<file path="src/inc/bsf_pkg.sv">
// bit, shift and flag unit: shared constants, types and operation codes
// Summary of operation
// - rotate left through carry, one cycle, flags
// - rotate right through carry, half-carry kept
// - io bit forced one, two cycles, flags kept
// - io bit forced zero, two cycles, flags kept
// - register bit copied into transfer flag
// - transfer flag copied into register bit
// - overflow flag raise and lower, one cycle
// - half-carry flag raise and lower, one cycle
// - signed-test flag raise and lower, one cycle
// - break hands control to debug, one cycle
// - sleep requests power-down state, one cycle
// - watchdog restart pulse, one cycle, flags kept
// - low 64 io bytes cost one cycle more
// - nonvolatile access adds one or more cycles
package bsf_pkg;

  // ****************************************
  // widths and field positions
  // ****************************************
  localparam int          DATA_W      = 8;
  localparam int          CNT_W       = 4;
  localparam logic [2:0]  FLAG_C      = 3'h0;
  localparam logic [2:0]  FLAG_Z      = 3'h1;
  localparam logic [2:0]  FLAG_N      = 3'h2;
  localparam logic [2:0]  FLAG_V      = 3'h3;
  localparam logic [2:0]  FLAG_S      = 3'h4;
  localparam logic [2:0]  FLAG_H      = 3'h5;
  localparam logic [2:0]  FLAG_T      = 3'h6;
  localparam logic [2:0]  FLAG_I      = 3'h7;
  localparam logic [7:0]  STATUS_FLAGS_REGISTER_RESET  = 8'h00;
  localparam logic [7:0]  IO_LOW_LIMIT = 8'h40;
  localparam logic [3:0]  BASE_MIN    = 4'h1;

  // ****************************************
  // software register offsets
  // ****************************************
  localparam logic [1:0]  REG_STATUS  = 2'h0;
  localparam logic [1:0]  REG_RESULT  = 2'h1;
  localparam logic [1:0]  REG_STATE   = 2'h2;

  // ****************************************
  // operations
  // ****************************************
  typedef enum logic [5:0] {
    OP_NOP, OP_LOGICAL_SHIFT_UP, OP_LOGICAL_SHIFT_DOWN, OP_ROTATE_LEFT_VIA_CARRY,
    OP_ROTATE_RIGHT_VIA_CARRY, OP_ARITHMETIC_SHIFT_DOWN, OP_NIBBLE_EXCHANGE,
    OP_IO_BIT_FORCE_ONE, OP_IO_BIT_FORCE_ZERO, OP_BIT_TO_TRANSFER_FLAG,
    OP_TRANSFER_FLAG_TO_BIT, OP_GENERIC_FLAG_RAISE, OP_GENERIC_FLAG_LOWER,
    OP_CARRY_RAISE, OP_CARRY_LOWER, OP_NEGATIVE_RAISE, OP_NEGATIVE_LOWER,
    OP_ZERO_RAISE, OP_ZERO_LOWER, OP_IRQ_ENABLE_RAISE, OP_IRQ_ENABLE_LOWER,
    OP_SIGNED_TEST_RAISE, OP_SIGNED_TEST_LOWER, OP_OVERFLOW_FLAG_RAISE,
    OP_OVERFLOW_FLAG_LOWER, OP_TRANSFER_FLAG_RAISE, OP_TRANSFER_FLAG_LOWER,
    OP_HALF_CARRY_RAISE, OP_HALF_CARRY_LOWER, OP_DEBUG_BREAK, OP_SLEEP_ENTER,
    OP_WATCHDOG_RESTART_INSTR, OP_DATA_ACCESS
  } bsf_op_t;

  typedef enum logic [1:0] {SPACE_RAM, SPACE_IO, SPACE_NVM} bsf_space_t;

  typedef struct packed {
    bsf_op_t            op;
    logic [DATA_W-1:0]  operand;
    logic [2:0]         bit_sel;
    logic [7:0]         io_addr;
    bsf_space_t         space;
    logic [CNT_W-1:0]   base_cycles;
  } bsf_cmd_t;

  typedef struct packed {
    logic [DATA_W-1:0]  data;
    logic [DATA_W-1:0]  status_flags_register;
  } bsf_res_t;

endpackage : bsf_pkg

</file>
<file path="src/rtl/bsf_bit_put.sv">
// single bit insertion into a word
`timescale 1ns/100ps
module bsf_bit_put #(
  parameter int W  = 8,
  parameter int IW = 3
) (
  // word in
  input  wire logic [W-1:0]  data_in,
  input  wire logic [IW-1:0] idx,
  input  wire logic          val,
  // word out
  output wire logic [W-1:0]  data_out
);

  // ****************************************
  // mask and insert
  // ****************************************
  wire logic [W-1:0] mask;

  // one-hot mask at the chosen position
  assign mask     = {{(W-1){1'b0}}, 1'b1} << idx;
  assign data_out = val ? (data_in | mask) : (data_in & ~mask);

endmodule : bsf_bit_put

</file>
<file path="src/rtl/bsf_shifter.sv">
// shift, rotate and nibble exchange; flag results for shift and rotate only
`timescale 1ns/100ps
module bsf_shifter (
  // operation
  input  wire bsf_pkg::bsf_op_t op,
  input  wire logic [7:0]       opnd,
  input  wire logic [7:0]       status_flags_register_in,
  // results
  output logic [7:0]            res,
  output logic [7:0]            status_flags_register_out
);

  // ****************************************
  // datapath
  // ****************************************
  logic c;
  logic h;
  logic n;
  logic v;
  logic upd;

  // result and carry/half-carry per operation
  always_comb
  begin
    res = opnd;
    c   = status_flags_register_in[bsf_pkg::FLAG_C];
    h   = status_flags_register_in[bsf_pkg::FLAG_H];
    upd = 1'b1;
    case (op)
      bsf_pkg::OP_LOGICAL_SHIFT_UP:
      begin
        res = {opnd[6:0], 1'b0};
        c   = opnd[7];
        h   = opnd[3];
      end
      bsf_pkg::OP_ROTATE_LEFT_VIA_CARRY:
      begin
        res = {opnd[6:0], status_flags_register_in[bsf_pkg::FLAG_C]};
        c   = opnd[7];
        h   = opnd[3];
      end
      bsf_pkg::OP_LOGICAL_SHIFT_DOWN:
      begin
        res = {1'b0, opnd[7:1]};
        c   = opnd[0];
      end
      bsf_pkg::OP_ROTATE_RIGHT_VIA_CARRY:
      begin
        res = {status_flags_register_in[bsf_pkg::FLAG_C], opnd[7:1]};
        c   = opnd[0];
      end
      bsf_pkg::OP_ARITHMETIC_SHIFT_DOWN:
      begin
        res = {opnd[7], opnd[7:1]};
        c   = opnd[0];
      end
      bsf_pkg::OP_NIBBLE_EXCHANGE:
      begin
        res = {opnd[3:0], opnd[7:4]};
        upd = 1'b0;
      end
      default:
      begin
        upd = 1'b0;
      end
    endcase
    n        = res[7];
    v        = n ^ c;
    status_flags_register_out = status_flags_register_in;
    if (upd)
    begin
      status_flags_register_out[bsf_pkg::FLAG_C] = c;
      status_flags_register_out[bsf_pkg::FLAG_Z] = (res == 8'h00);
      status_flags_register_out[bsf_pkg::FLAG_N] = n;
      status_flags_register_out[bsf_pkg::FLAG_V] = v;
      status_flags_register_out[bsf_pkg::FLAG_S] = n ^ v;
      status_flags_register_out[bsf_pkg::FLAG_H] = h;
    end
  end

endmodule : bsf_shifter

</file>
<file path="src/rtl/bsf_unit.sv">
// bit, shift and flag execution unit with status flags and access timing
`timescale 1ns/100ps
module bsf_unit (
  // clock and reset
  input  wire logic                clk,
  input  wire logic                rst,
  // instruction issue
  input  wire logic                cmd_valid,
  input  wire bsf_pkg::bsf_cmd_t   cmd,
  output wire logic                cmd_ready,
  // instruction retire
  output logic                     res_valid,
  output bsf_pkg::bsf_res_t        res,
  // io space access
  output wire logic [7:0]          io_addr,
  output wire logic                io_re,
  output wire logic                io_we,
  output wire logic [7:0]          io_wdata,
  input  wire logic [7:0]          io_rdata,
  // nonvolatile memory controller
  input  wire logic                nvm_ready,
  // core control pulses
  output logic                     debug_break,
  output logic                     sleep_req,
  output logic                     wdt_restart,
  // software port
  input  wire logic [1:0]          reg_addr,
  input  wire logic [7:0]          reg_wdata,
  input  wire logic                reg_we,
  input  wire logic                reg_re,
  output logic [7:0]               reg_rdata
);

  // ****************************************
  // state and registers
  // ****************************************
  typedef enum {ST_IDLE, ST_IO_RMW, ST_WAIT_CNT, ST_WAIT_NVM} bsf_state_t;

  bsf_state_t                   state_q;
  logic [7:0]                   status_flags_register_q;
  logic [7:0]                   status_flags_register_d;
  logic [7:0]                   io_addr_q;
  logic [2:0]                   io_bit_q;
  logic                         io_one_q;
  logic [bsf_pkg::CNT_W-1:0]    cnt_q;
  logic                         nvm_q;
  logic [7:0]                   rdata_d;
  logic [7:0]                   hold_q;

  // ****************************************
  // decode
  // ****************************************
  wire logic                    acc;
  wire logic                    is_io_op;
  wire logic                    is_dacc;
  wire logic                    is_shift;
  wire logic                    single_acc;
  wire logic                    low_io;
  wire logic [bsf_pkg::CNT_W-1:0] base;
  wire logic [bsf_pkg::CNT_W-1:0] rem;
  wire logic                    dacc_now;
  logic                         flag_hit;
  logic [2:0]                   flag_idx;
  logic                         flag_val;

  // issue handshake and operation classes
  assign cmd_ready  = (state_q == ST_IDLE);
  assign acc        = cmd_valid & cmd_ready;
  assign is_io_op   = (cmd.op == bsf_pkg::OP_IO_BIT_FORCE_ONE) |
                      (cmd.op == bsf_pkg::OP_IO_BIT_FORCE_ZERO);
  assign is_dacc    = (cmd.op == bsf_pkg::OP_DATA_ACCESS);
  assign is_shift   = (cmd.op == bsf_pkg::OP_LOGICAL_SHIFT_UP) |
                      (cmd.op == bsf_pkg::OP_LOGICAL_SHIFT_DOWN) |
                      (cmd.op == bsf_pkg::OP_ROTATE_LEFT_VIA_CARRY) |
                      (cmd.op == bsf_pkg::OP_ROTATE_RIGHT_VIA_CARRY) |
                      (cmd.op == bsf_pkg::OP_ARITHMETIC_SHIFT_DOWN) |
                      (cmd.op == bsf_pkg::OP_NIBBLE_EXCHANGE);
  assign single_acc = acc & ~is_io_op & ~is_dacc;

  // data access cost: base, one more for low io, nvm wait after
  assign low_io   = (cmd.space == bsf_pkg::SPACE_IO) && (cmd.io_addr < bsf_pkg::IO_LOW_LIMIT);
  assign base     = (cmd.base_cycles < bsf_pkg::BASE_MIN) ? bsf_pkg::BASE_MIN : cmd.base_cycles;
  assign rem      = base - bsf_pkg::BASE_MIN + {{(bsf_pkg::CNT_W-1){1'b0}}, low_io};
  assign dacc_now = (rem == '0) && (cmd.space != bsf_pkg::SPACE_NVM);

  // flag instructions: which status bit and which value
  always_comb
  begin
    flag_hit = 1'b1;
    flag_idx = cmd.bit_sel;
    flag_val = 1'b1;
    case (cmd.op)
      bsf_pkg::OP_GENERIC_FLAG_RAISE:     flag_val = 1'b1;
      bsf_pkg::OP_GENERIC_FLAG_LOWER:     flag_val = 1'b0;
      bsf_pkg::OP_CARRY_RAISE:            flag_idx = bsf_pkg::FLAG_C;
      bsf_pkg::OP_NEGATIVE_RAISE:         flag_idx = bsf_pkg::FLAG_N;
      bsf_pkg::OP_ZERO_RAISE:             flag_idx = bsf_pkg::FLAG_Z;
      bsf_pkg::OP_IRQ_ENABLE_RAISE:       flag_idx = bsf_pkg::FLAG_I;
      bsf_pkg::OP_SIGNED_TEST_RAISE:      flag_idx = bsf_pkg::FLAG_S;
      bsf_pkg::OP_OVERFLOW_FLAG_RAISE:    flag_idx = bsf_pkg::FLAG_V;
      bsf_pkg::OP_TRANSFER_FLAG_RAISE:    flag_idx = bsf_pkg::FLAG_T;
      bsf_pkg::OP_HALF_CARRY_RAISE:       flag_idx = bsf_pkg::FLAG_H;
      bsf_pkg::OP_CARRY_LOWER:
      begin
        flag_idx = bsf_pkg::FLAG_C;
        flag_val = 1'b0;
      end
      bsf_pkg::OP_NEGATIVE_LOWER:
      begin
        flag_idx = bsf_pkg::FLAG_N;
        flag_val = 1'b0;
      end
      bsf_pkg::OP_ZERO_LOWER:
      begin
        flag_idx = bsf_pkg::FLAG_Z;
        flag_val = 1'b0;
      end
      bsf_pkg::OP_IRQ_ENABLE_LOWER:
      begin
        flag_idx = bsf_pkg::FLAG_I;
        flag_val = 1'b0;
      end
      bsf_pkg::OP_SIGNED_TEST_LOWER:
      begin
        flag_idx = bsf_pkg::FLAG_S;
        flag_val = 1'b0;
      end
      bsf_pkg::OP_OVERFLOW_FLAG_LOWER:
      begin
        flag_idx = bsf_pkg::FLAG_V;
        flag_val = 1'b0;
      end
      bsf_pkg::OP_TRANSFER_FLAG_LOWER:
      begin
        flag_idx = bsf_pkg::FLAG_T;
        flag_val = 1'b0;
      end
      bsf_pkg::OP_HALF_CARRY_LOWER:
      begin
        flag_idx = bsf_pkg::FLAG_H;
        flag_val = 1'b0;
      end
      bsf_pkg::OP_BIT_TO_TRANSFER_FLAG:
      begin
        flag_idx = bsf_pkg::FLAG_T;
        flag_val = cmd.operand[cmd.bit_sel];
      end
      default:                            flag_hit = 1'b0;
    endcase
  end

  // ****************************************
  // datapath instances
  // ****************************************
  wire logic [7:0] shft_res;
  wire logic [7:0] shft_status_flags_register;
  wire logic [7:0] flag_status_flags_register;
  wire logic [7:0] bld_res;
  wire logic [7:0] io_mod;
  wire logic [7:0] single_status_flags_register;
  wire logic [7:0] single_data;

  bsf_shifter u_shift (
    .op       (cmd.op),
    .opnd     (cmd.operand),
    .status_flags_register_in  (status_flags_register_q),
    .res      (shft_res),
    .status_flags_register_out (shft_status_flags_register)
  );

  // status flag insertion
  bsf_bit_put #(.W(8), .IW(3)) u_flag (
    .data_in  (status_flags_register_q),
    .idx      (flag_idx),
    .val      (flag_val),
    .data_out (flag_status_flags_register)
  );

  // transfer flag into register bit
  bsf_bit_put #(.W(8), .IW(3)) u_bld (
    .data_in  (cmd.operand),
    .idx      (cmd.bit_sel),
    .val      (status_flags_register_q[bsf_pkg::FLAG_T]),
    .data_out (bld_res)
  );

  // io read-modify-write
  bsf_bit_put #(.W(8), .IW(3)) u_io (
    .data_in  (io_rdata),
    .idx      (io_bit_q),
    .val      (io_one_q),
    .data_out (io_mod)
  );

  // retire values of one-cycle instructions
  assign single_status_flags_register = is_shift ? shft_status_flags_register : (flag_hit ? flag_status_flags_register : status_flags_register_q);
  assign single_data = is_shift ? shft_res :
                       ((cmd.op == bsf_pkg::OP_TRANSFER_FLAG_TO_BIT) ? bld_res : cmd.operand);

  // io strobes: read at issue, write back in the next cycle
  assign io_re    = acc & is_io_op;
  assign io_addr  = cmd_ready ? cmd.io_addr : io_addr_q;
  assign io_we    = (state_q == ST_IO_RMW);
  assign io_wdata = io_mod;

  // one-cycle instruction retire wins over a software write of the same cycle
  assign status_flags_register_d = single_acc ? single_status_flags_register :
                  ((reg_we && reg_addr == bsf_pkg::REG_STATUS) ? reg_wdata : status_flags_register_q);

  // software read mux
  always_comb
  begin
    case (reg_addr)
      bsf_pkg::REG_STATUS: rdata_d = status_flags_register_q;
      bsf_pkg::REG_RESULT: rdata_d = res.data;
      bsf_pkg::REG_STATE:  rdata_d = {6'h00, state_q == ST_WAIT_NVM, ~cmd_ready};
      default:             rdata_d = 8'h00;
    endcase
  end

  // ****************************************
  // sequencing
  // ****************************************
  always_ff @(posedge clk)
  begin
    if (rst)
    begin
      state_q     <= ST_IDLE;
      status_flags_register_q      <= bsf_pkg::STATUS_FLAGS_REGISTER_RESET;
      io_addr_q   <= 8'h00;
      io_bit_q    <= 3'h0;
      io_one_q    <= 1'b0;
      cnt_q       <= '0;
      nvm_q       <= 1'b0;
      hold_q      <= 8'h00;
      res_valid   <= 1'b0;
      res         <= '0;
      debug_break <= 1'b0;
      sleep_req   <= 1'b0;
      wdt_restart <= 1'b0;
      reg_rdata   <= 8'h00;
    end
    else
    begin
      status_flags_register_q      <= status_flags_register_d;
      reg_rdata   <= reg_re ? rdata_d : 8'h00;
      res_valid   <= 1'b0;
      debug_break <= acc && cmd.op == bsf_pkg::OP_DEBUG_BREAK;
      sleep_req   <= acc && cmd.op == bsf_pkg::OP_SLEEP_ENTER;
      wdt_restart <= acc && cmd.op == bsf_pkg::OP_WATCHDOG_RESTART_INSTR;
      case (state_q)
        ST_IDLE:
        begin
          if (single_acc)
          begin
            res_valid <= 1'b1;
            res       <= '{data: single_data, status_flags_register: single_status_flags_register};
          end
          else if (acc && is_io_op)
          begin
            io_addr_q <= cmd.io_addr;
            io_bit_q  <= cmd.bit_sel;
            io_one_q  <= (cmd.op == bsf_pkg::OP_IO_BIT_FORCE_ONE);
            state_q   <= ST_IO_RMW;
          end
          else if (acc)
          begin
            nvm_q  <= (cmd.space == bsf_pkg::SPACE_NVM);
            hold_q <= cmd.operand; // retired data once the wait is over
            cnt_q <= rem - 1'b1;
            if (dacc_now)
            begin
              res_valid <= 1'b1;
              res       <= '{data: cmd.operand, status_flags_register: status_flags_register_q};
            end
            else if (rem == '0)
              state_q <= ST_WAIT_NVM;
            else
              state_q <= ST_WAIT_CNT;
          end
        end
        ST_IO_RMW:
        begin
          res_valid <= 1'b1;
          res       <= '{data: io_mod, status_flags_register: status_flags_register_q};
          state_q   <= ST_IDLE;
        end
        ST_WAIT_CNT:
        begin
          cnt_q <= cnt_q - 1'b1;
          if (cnt_q == '0)
          begin
            state_q   <= nvm_q ? ST_WAIT_NVM : ST_IDLE;
            res_valid <= ~nvm_q;
            res       <= nvm_q ? res : '{data: hold_q, status_flags_register: status_flags_register_q};
          end
        end
        ST_WAIT_NVM:
        begin
          if (nvm_ready)
          begin
            res_valid <= 1'b1;
            res       <= '{data: hold_q, status_flags_register: status_flags_register_q};
            state_q   <= ST_IDLE;
          end
        end
        default:      state_q <= ST_IDLE;
      endcase
    end
  end

  // ****************************************
  // checks
  // ****************************************
  bsf_pkg::bsf_cmd_t prv_cmd_q;
  logic [7:0]        prv_status_flags_register_q;

  // copy of the last accepted instruction
  always_ff @(posedge clk)
  begin
    if (acc)
    begin
      prv_cmd_q  <= cmd;
      prv_status_flags_register_q <= status_flags_register_q;
    end
  end
endmodule : bsf_unit

</file>
<file path="config.mk">
export PLATFORM = sky130hd
export DESIGN_NAME = bsf_unit
export DESIGN_NICKNAME = d
export VERILOG_FILES = /design/src/inc/bsf_pkg.sv /design/src/rtl/bsf_bit_put.sv /design/src/rtl/bsf_shifter.sv /design/src/rtl/bsf_unit.sv
export SDC_FILE = /design/constraint.sdc
export NUM_CORES = 1
export LEC_CHECK = 0
export ABC_AREA = 1
export BUFFER_PORTS_ARGS = -buffer_cell sky130_fd_sc_hd__buf_4
export CAP_MARGIN = 20
export CORE_ASPECT_RATIO = 1.25
export CORE_MARGIN = 5
export CORE_UTILIZATION = 25
export DETAILED_ROUTE_END_ITERATION = 16
export PLACE_DENSITY_LB_ADDON = 0.1
export SKIP_CTS_REPAIR_TIMING = 1
export SLEW_MARGIN = 20
export SYNTH_ARGS = -nofsm -noshare
export SYNTH_HDL_FRONTEND = slang
export SYNTH_SLANG_ARGS = --single-unit
</file>
<file path="constraint.sdc">
create_clock -name clk -period 4.65 [get_ports clk]
set_input_delay 0.93 -clock clk [delete_from_list [all_inputs] [get_ports clk]]
set_output_delay 0.93 -clock clk [all_outputs]
set_load 0.05 [all_outputs]
</file>
==> flow_metrics.env <==
export IMPL_outcome="finished, final reports clean"
export IMPL_min_to="io_one_q$_SDFFE_PP0P_"
export IMPL_yosys_warnings=0
export IMPL_path_class="reg2out"
export IMPL_critPathMaxStageDelay_ps=470
export IMPL_r2r_start="state_q[1]$_SDFFE_PP0P_"
export IMPL_grt_total_usage_pct=16.6
export IMPL_slew_limit_headroom_pct=31.9
export IMPL_syn_inst=697
export IMPL_synthSimpleGateAreaFrac_pct=34.2
export IMPL_hold_viol=0
export IMPL_vias_per_cell=4.95
export IMPL_synth_area_per_cell_um2=6.12
export IMPL_fin_crit_ps=3760
export IMPL_ys_seq_area_share_pct=29.6
export IMPL_cp_cell_sequence="nor2_4 -> inv_2 -> nor2_2 -> nand2_1 -> inv_1 -> buf_4"
export IMPL_synth_fa_ha_area_share_pct=0.880
export IMPL_crit_family="simple AND/OR/NAND/NOR gates"
export IMPL_rr_endpoint="cnt_q[2]$_SDFFE_PP0P_"
export IMPL_cp_slowest_cell="dfxtp_1"
export IMPL_grt_max_degree=29
export IMPL_synth_distinct_cells=44
export IMPL_p_per_area_nw_per_um2=397
export IMPL_dr_pass1_iters=5
export IMPL_floorplan_initialDensity_pct=25.4
export IMPL_ir_drop_mv=0.200
export IMPL_worstPathRequired_ps=3720
export IMPL_power_frac_comb_pct=35.4
export IMPL_grt_pass1_vias=4986
export IMPL_cap_violations=0
export IMPL_final_area_um2=5540
export IMPL_fin_nets=847
export IMPL_fin_skew_ps=9.92
export IMPL_synth_area_um2=4270
export IMPL_synth_compound_area_share_pct=26.3
export IMPL_io_buffers=101
export IMPL_fp_coreArea_um2=16800
export IMPL_async_flop_share_pct=0
export IMPL_share_seq_of_total_power_pct=31.0
export IMPL_cp_num_buf_inv=3
export IMPL_yosysTopAreaCell="dfxtp_1"
export IMPL_n_antenna_cell=0
export IMPL_synth_mux_area_fraction_pct=0
export IMPL_timing_setup_tns_ps=0
export IMPL_synthXorXnorAreaFrac_pct=0.616
export IMPL_clock_latency_ps=350
export IMPL_wl_per_cell_um=16.4
export IMPL_timing_final_ws_setup_ps=889
export IMPL_grt_pass1_wl_um=26200
export IMPL_grt_overflow=0
export IMPL_clkPwrFrac_pct=33.6
export IMPL_ant_nets=0
export IMPL_die_w_um=127
export IMPL_clk_pin_slew_worst_paths_ps=60
export IMPL_whs_path_depth=2
export IMPL_placed_area_um2=5220
export IMPL_gp_congestion=0.858
export IMPL_synth_common_cells="nand2_1 (166), o21ai_0 (79), a21oi_1 (76)"
export IMPL_die_area_um2=19800
export IMPL_synth_edff_count=0
export IMPL_end_kind="output pin"
export IMPL_antenna_found_initial=0
export IMPL_synthTopCellsByArea="dfxtp_1 (30%), nand2_1 (15%), o21ai_0 (9.3%)"
export IMPL_row_count=53
export IMPL_die_h_um=156
export IMPL_switchingPower_w=0.000868
export IMPL_fmax_mhz=266
export IMPL_worstPathMaxFanout=19
export IMPL_p_int_w=0.00133
export IMPL_cts_buffers_inserted=9
export IMPL_synth_top_area_share_pct=29.6
export IMPL_hpwlAfterDp_um=13100
export IMPL_hold_class="reg2reg"
export IMPL_rr_worst_depth=9
export IMPL_p_leak_nw=2.53
export IMPL_n_fill_cell=1859
export IMPL_start_kind="flip-flop"
export IMPL_drive_above_1_share_pct=20.4
export IMPL_min_from="io_one_q$_SDFFE_PP0P_"
export IMPL_clockBufferDepth=2
export IMPL_fin_crit_sh_pct=80.9
export IMPL_drtIter0Drc=330
export IMPL_cts_tree="done"
export IMPL_critical_path_arrival_ps=2830
export IMPL_rsz0062_at_grt="false"
export IMPL_synth_seq_cells=63
export IMPL_synth_flop_cell="dfxtp_1"
export IMPL_ff2ff_setup_slack_ps=1490
export IMPL_finalSetupViolations=0
export IMPL_yosysMostFrequentCell="nand2_1"
export IMPL_drc_errors=0
export IMPL_h_tree_depth=3
export IMPL_cts_sinks=63
export IMPL_drv_slew=0
export IMPL_syn_to_final_growth_pct=29.9
export IMPL_dpl_worst_slack_ps=1000
export IMPL_vias=5018
export IMPL_synth_top_family_by_area="simple AND/OR/NAND/NOR gates"
export IMPL_wl_um=16600
export IMPL_p_sw_share_pct=39.5
export IMPL_root_buffer="clkbuf_16"
export IMPL_synth_nets=755
export IMPL_ios=102
export IMPL_timing_worst_slew_pin_value_ps=1020
[state kept, by name, summed over array words and instances (netlist names), 2 cells and up]
name	count
cnt_q	4
hold_q	8
io_addr_q	8
io_bit_q	3
reg_rdata	8
res	16
state_q	2
status_flags_register_q	8
[how the worst max path moves through the flow]
stage | depth (start not counted) | endpoint | start
finish | 6 | io_re | state_q[1]$_SDFFE_PP0P_
detailed placement | 7 | io_re | cmd[25]
global placement | 7 | io_re | cmd[25]
global route | 6 | io_re | state_q[1]$_SDFFE_PP0P_
floorplan | 7 | io_re | cmd[25]
CTS | 6 | io_re | state_q[1]$_SDFFE_PP0P_
[area by class of cell]
cell class / count / area (um^2) / area share, %
multi-input combinational: 542 / 2640 / 47.7
sequential: 63 / 1260 / 22.7
timing repair buffer: 104 / 781 / 14.1
tap: 220 / 275 / 4.97
inverter: 69 / 259 / 4.67
clock buffer: 11 / 243 / 4.38
clock inverter: 5 / 81.3 / 1.47
[cell usage in the layout (no fill, tap or decap), types with 2 or more instances in the layout]
master | Yosys | layout
nand2_1 | 166 | 166
buf_4 | 2 | 104
o21ai_0 | 79 | 79
a21oi_1 | 76 | 76
nor2_1 | 70 | 70
dfxtp_1 | 63 | 63
inv_1 | 57 | 57
nand3_1 | 54 | 54
a31oi_1 | 13 | 13
inv_2 | 12 | 12
o22ai_1 | 10 | 10
nand2_2 | 9 | 9
clkbuf_16 | 0 | 9
nor2_2 | 8 | 8
o21ai_1 | 6 | 6
a22oi_1 | 5 | 5
nor2_4 | 5 | 5
nor3_1 | 5 | 5
o221ai_1 | 3 | 3
nand4_1 | 3 | 3
nand3_2 | 3 | 3
ha_1 | 3 | 3
o21bai_1 | 2 | 2
nand3b_1 | 2 | 2
nor4_2 | 2 | 2
xor2_1 | 2 | 2
bufinv_16 | 0 | 2
[worst register-to-register path, cell delays in order (launching register included)]
cell,delay [ps]
dfxtp_1,650
nor2_4,210
inv_2,280
nor2_2,120
nand2_1,450
inv_1,330
nor4_2,650
inv_1,120
o21ai_0,180
a21oi_1,60
[kinds of logic (layout without fill, tap and decap cells)]
family / Yosys count / after routing
DFF: 63 / 63
xor gates and xnor gates: 3 / 3
AOI/OAI and AO/OA: 205 / 205
and+or+nand+nor: 331 / 331
adders and majority gates: 3 / 3
buffers and inverters: 92 / 189
[per-stage QoR]
step                util (%)  total power [W]  hold slack [ps]  instances
floorplan                  -          0.00121              435        697
CTS                     33.0          0.00222              478       1014
global placement        31.1          0.00147              459        998
global route            33.0          0.00232              511       1014
finish                  33.0          0.00220              475       1014
detailed placement      31.1          0.00147              468        998
[power by group through the flow]
stage,Clock (W),Combinational (W),Sequential (W)
3_5_place_dp,0,0.000780,0.000693
4_1_cts,0.000757,0.000783,0.000683
6_report,0.000738,0.000779,0.000683
3_3_place_gp,0,0.000777,0.000693
5_1_grt,0.000774,0.000855,0.000692
2_1_floorplan,0,0.000424,0.000784
[layer usage]
layer / share of wire (%) / track usage [%]
met4: 2.2 / 6.34
met5: 0 / 0
met2: 50 / 29.5
met3: 4.9 / 3.66
met1: 43 / 19.5
Note: power is estimated with default switching activity, not from simulation.
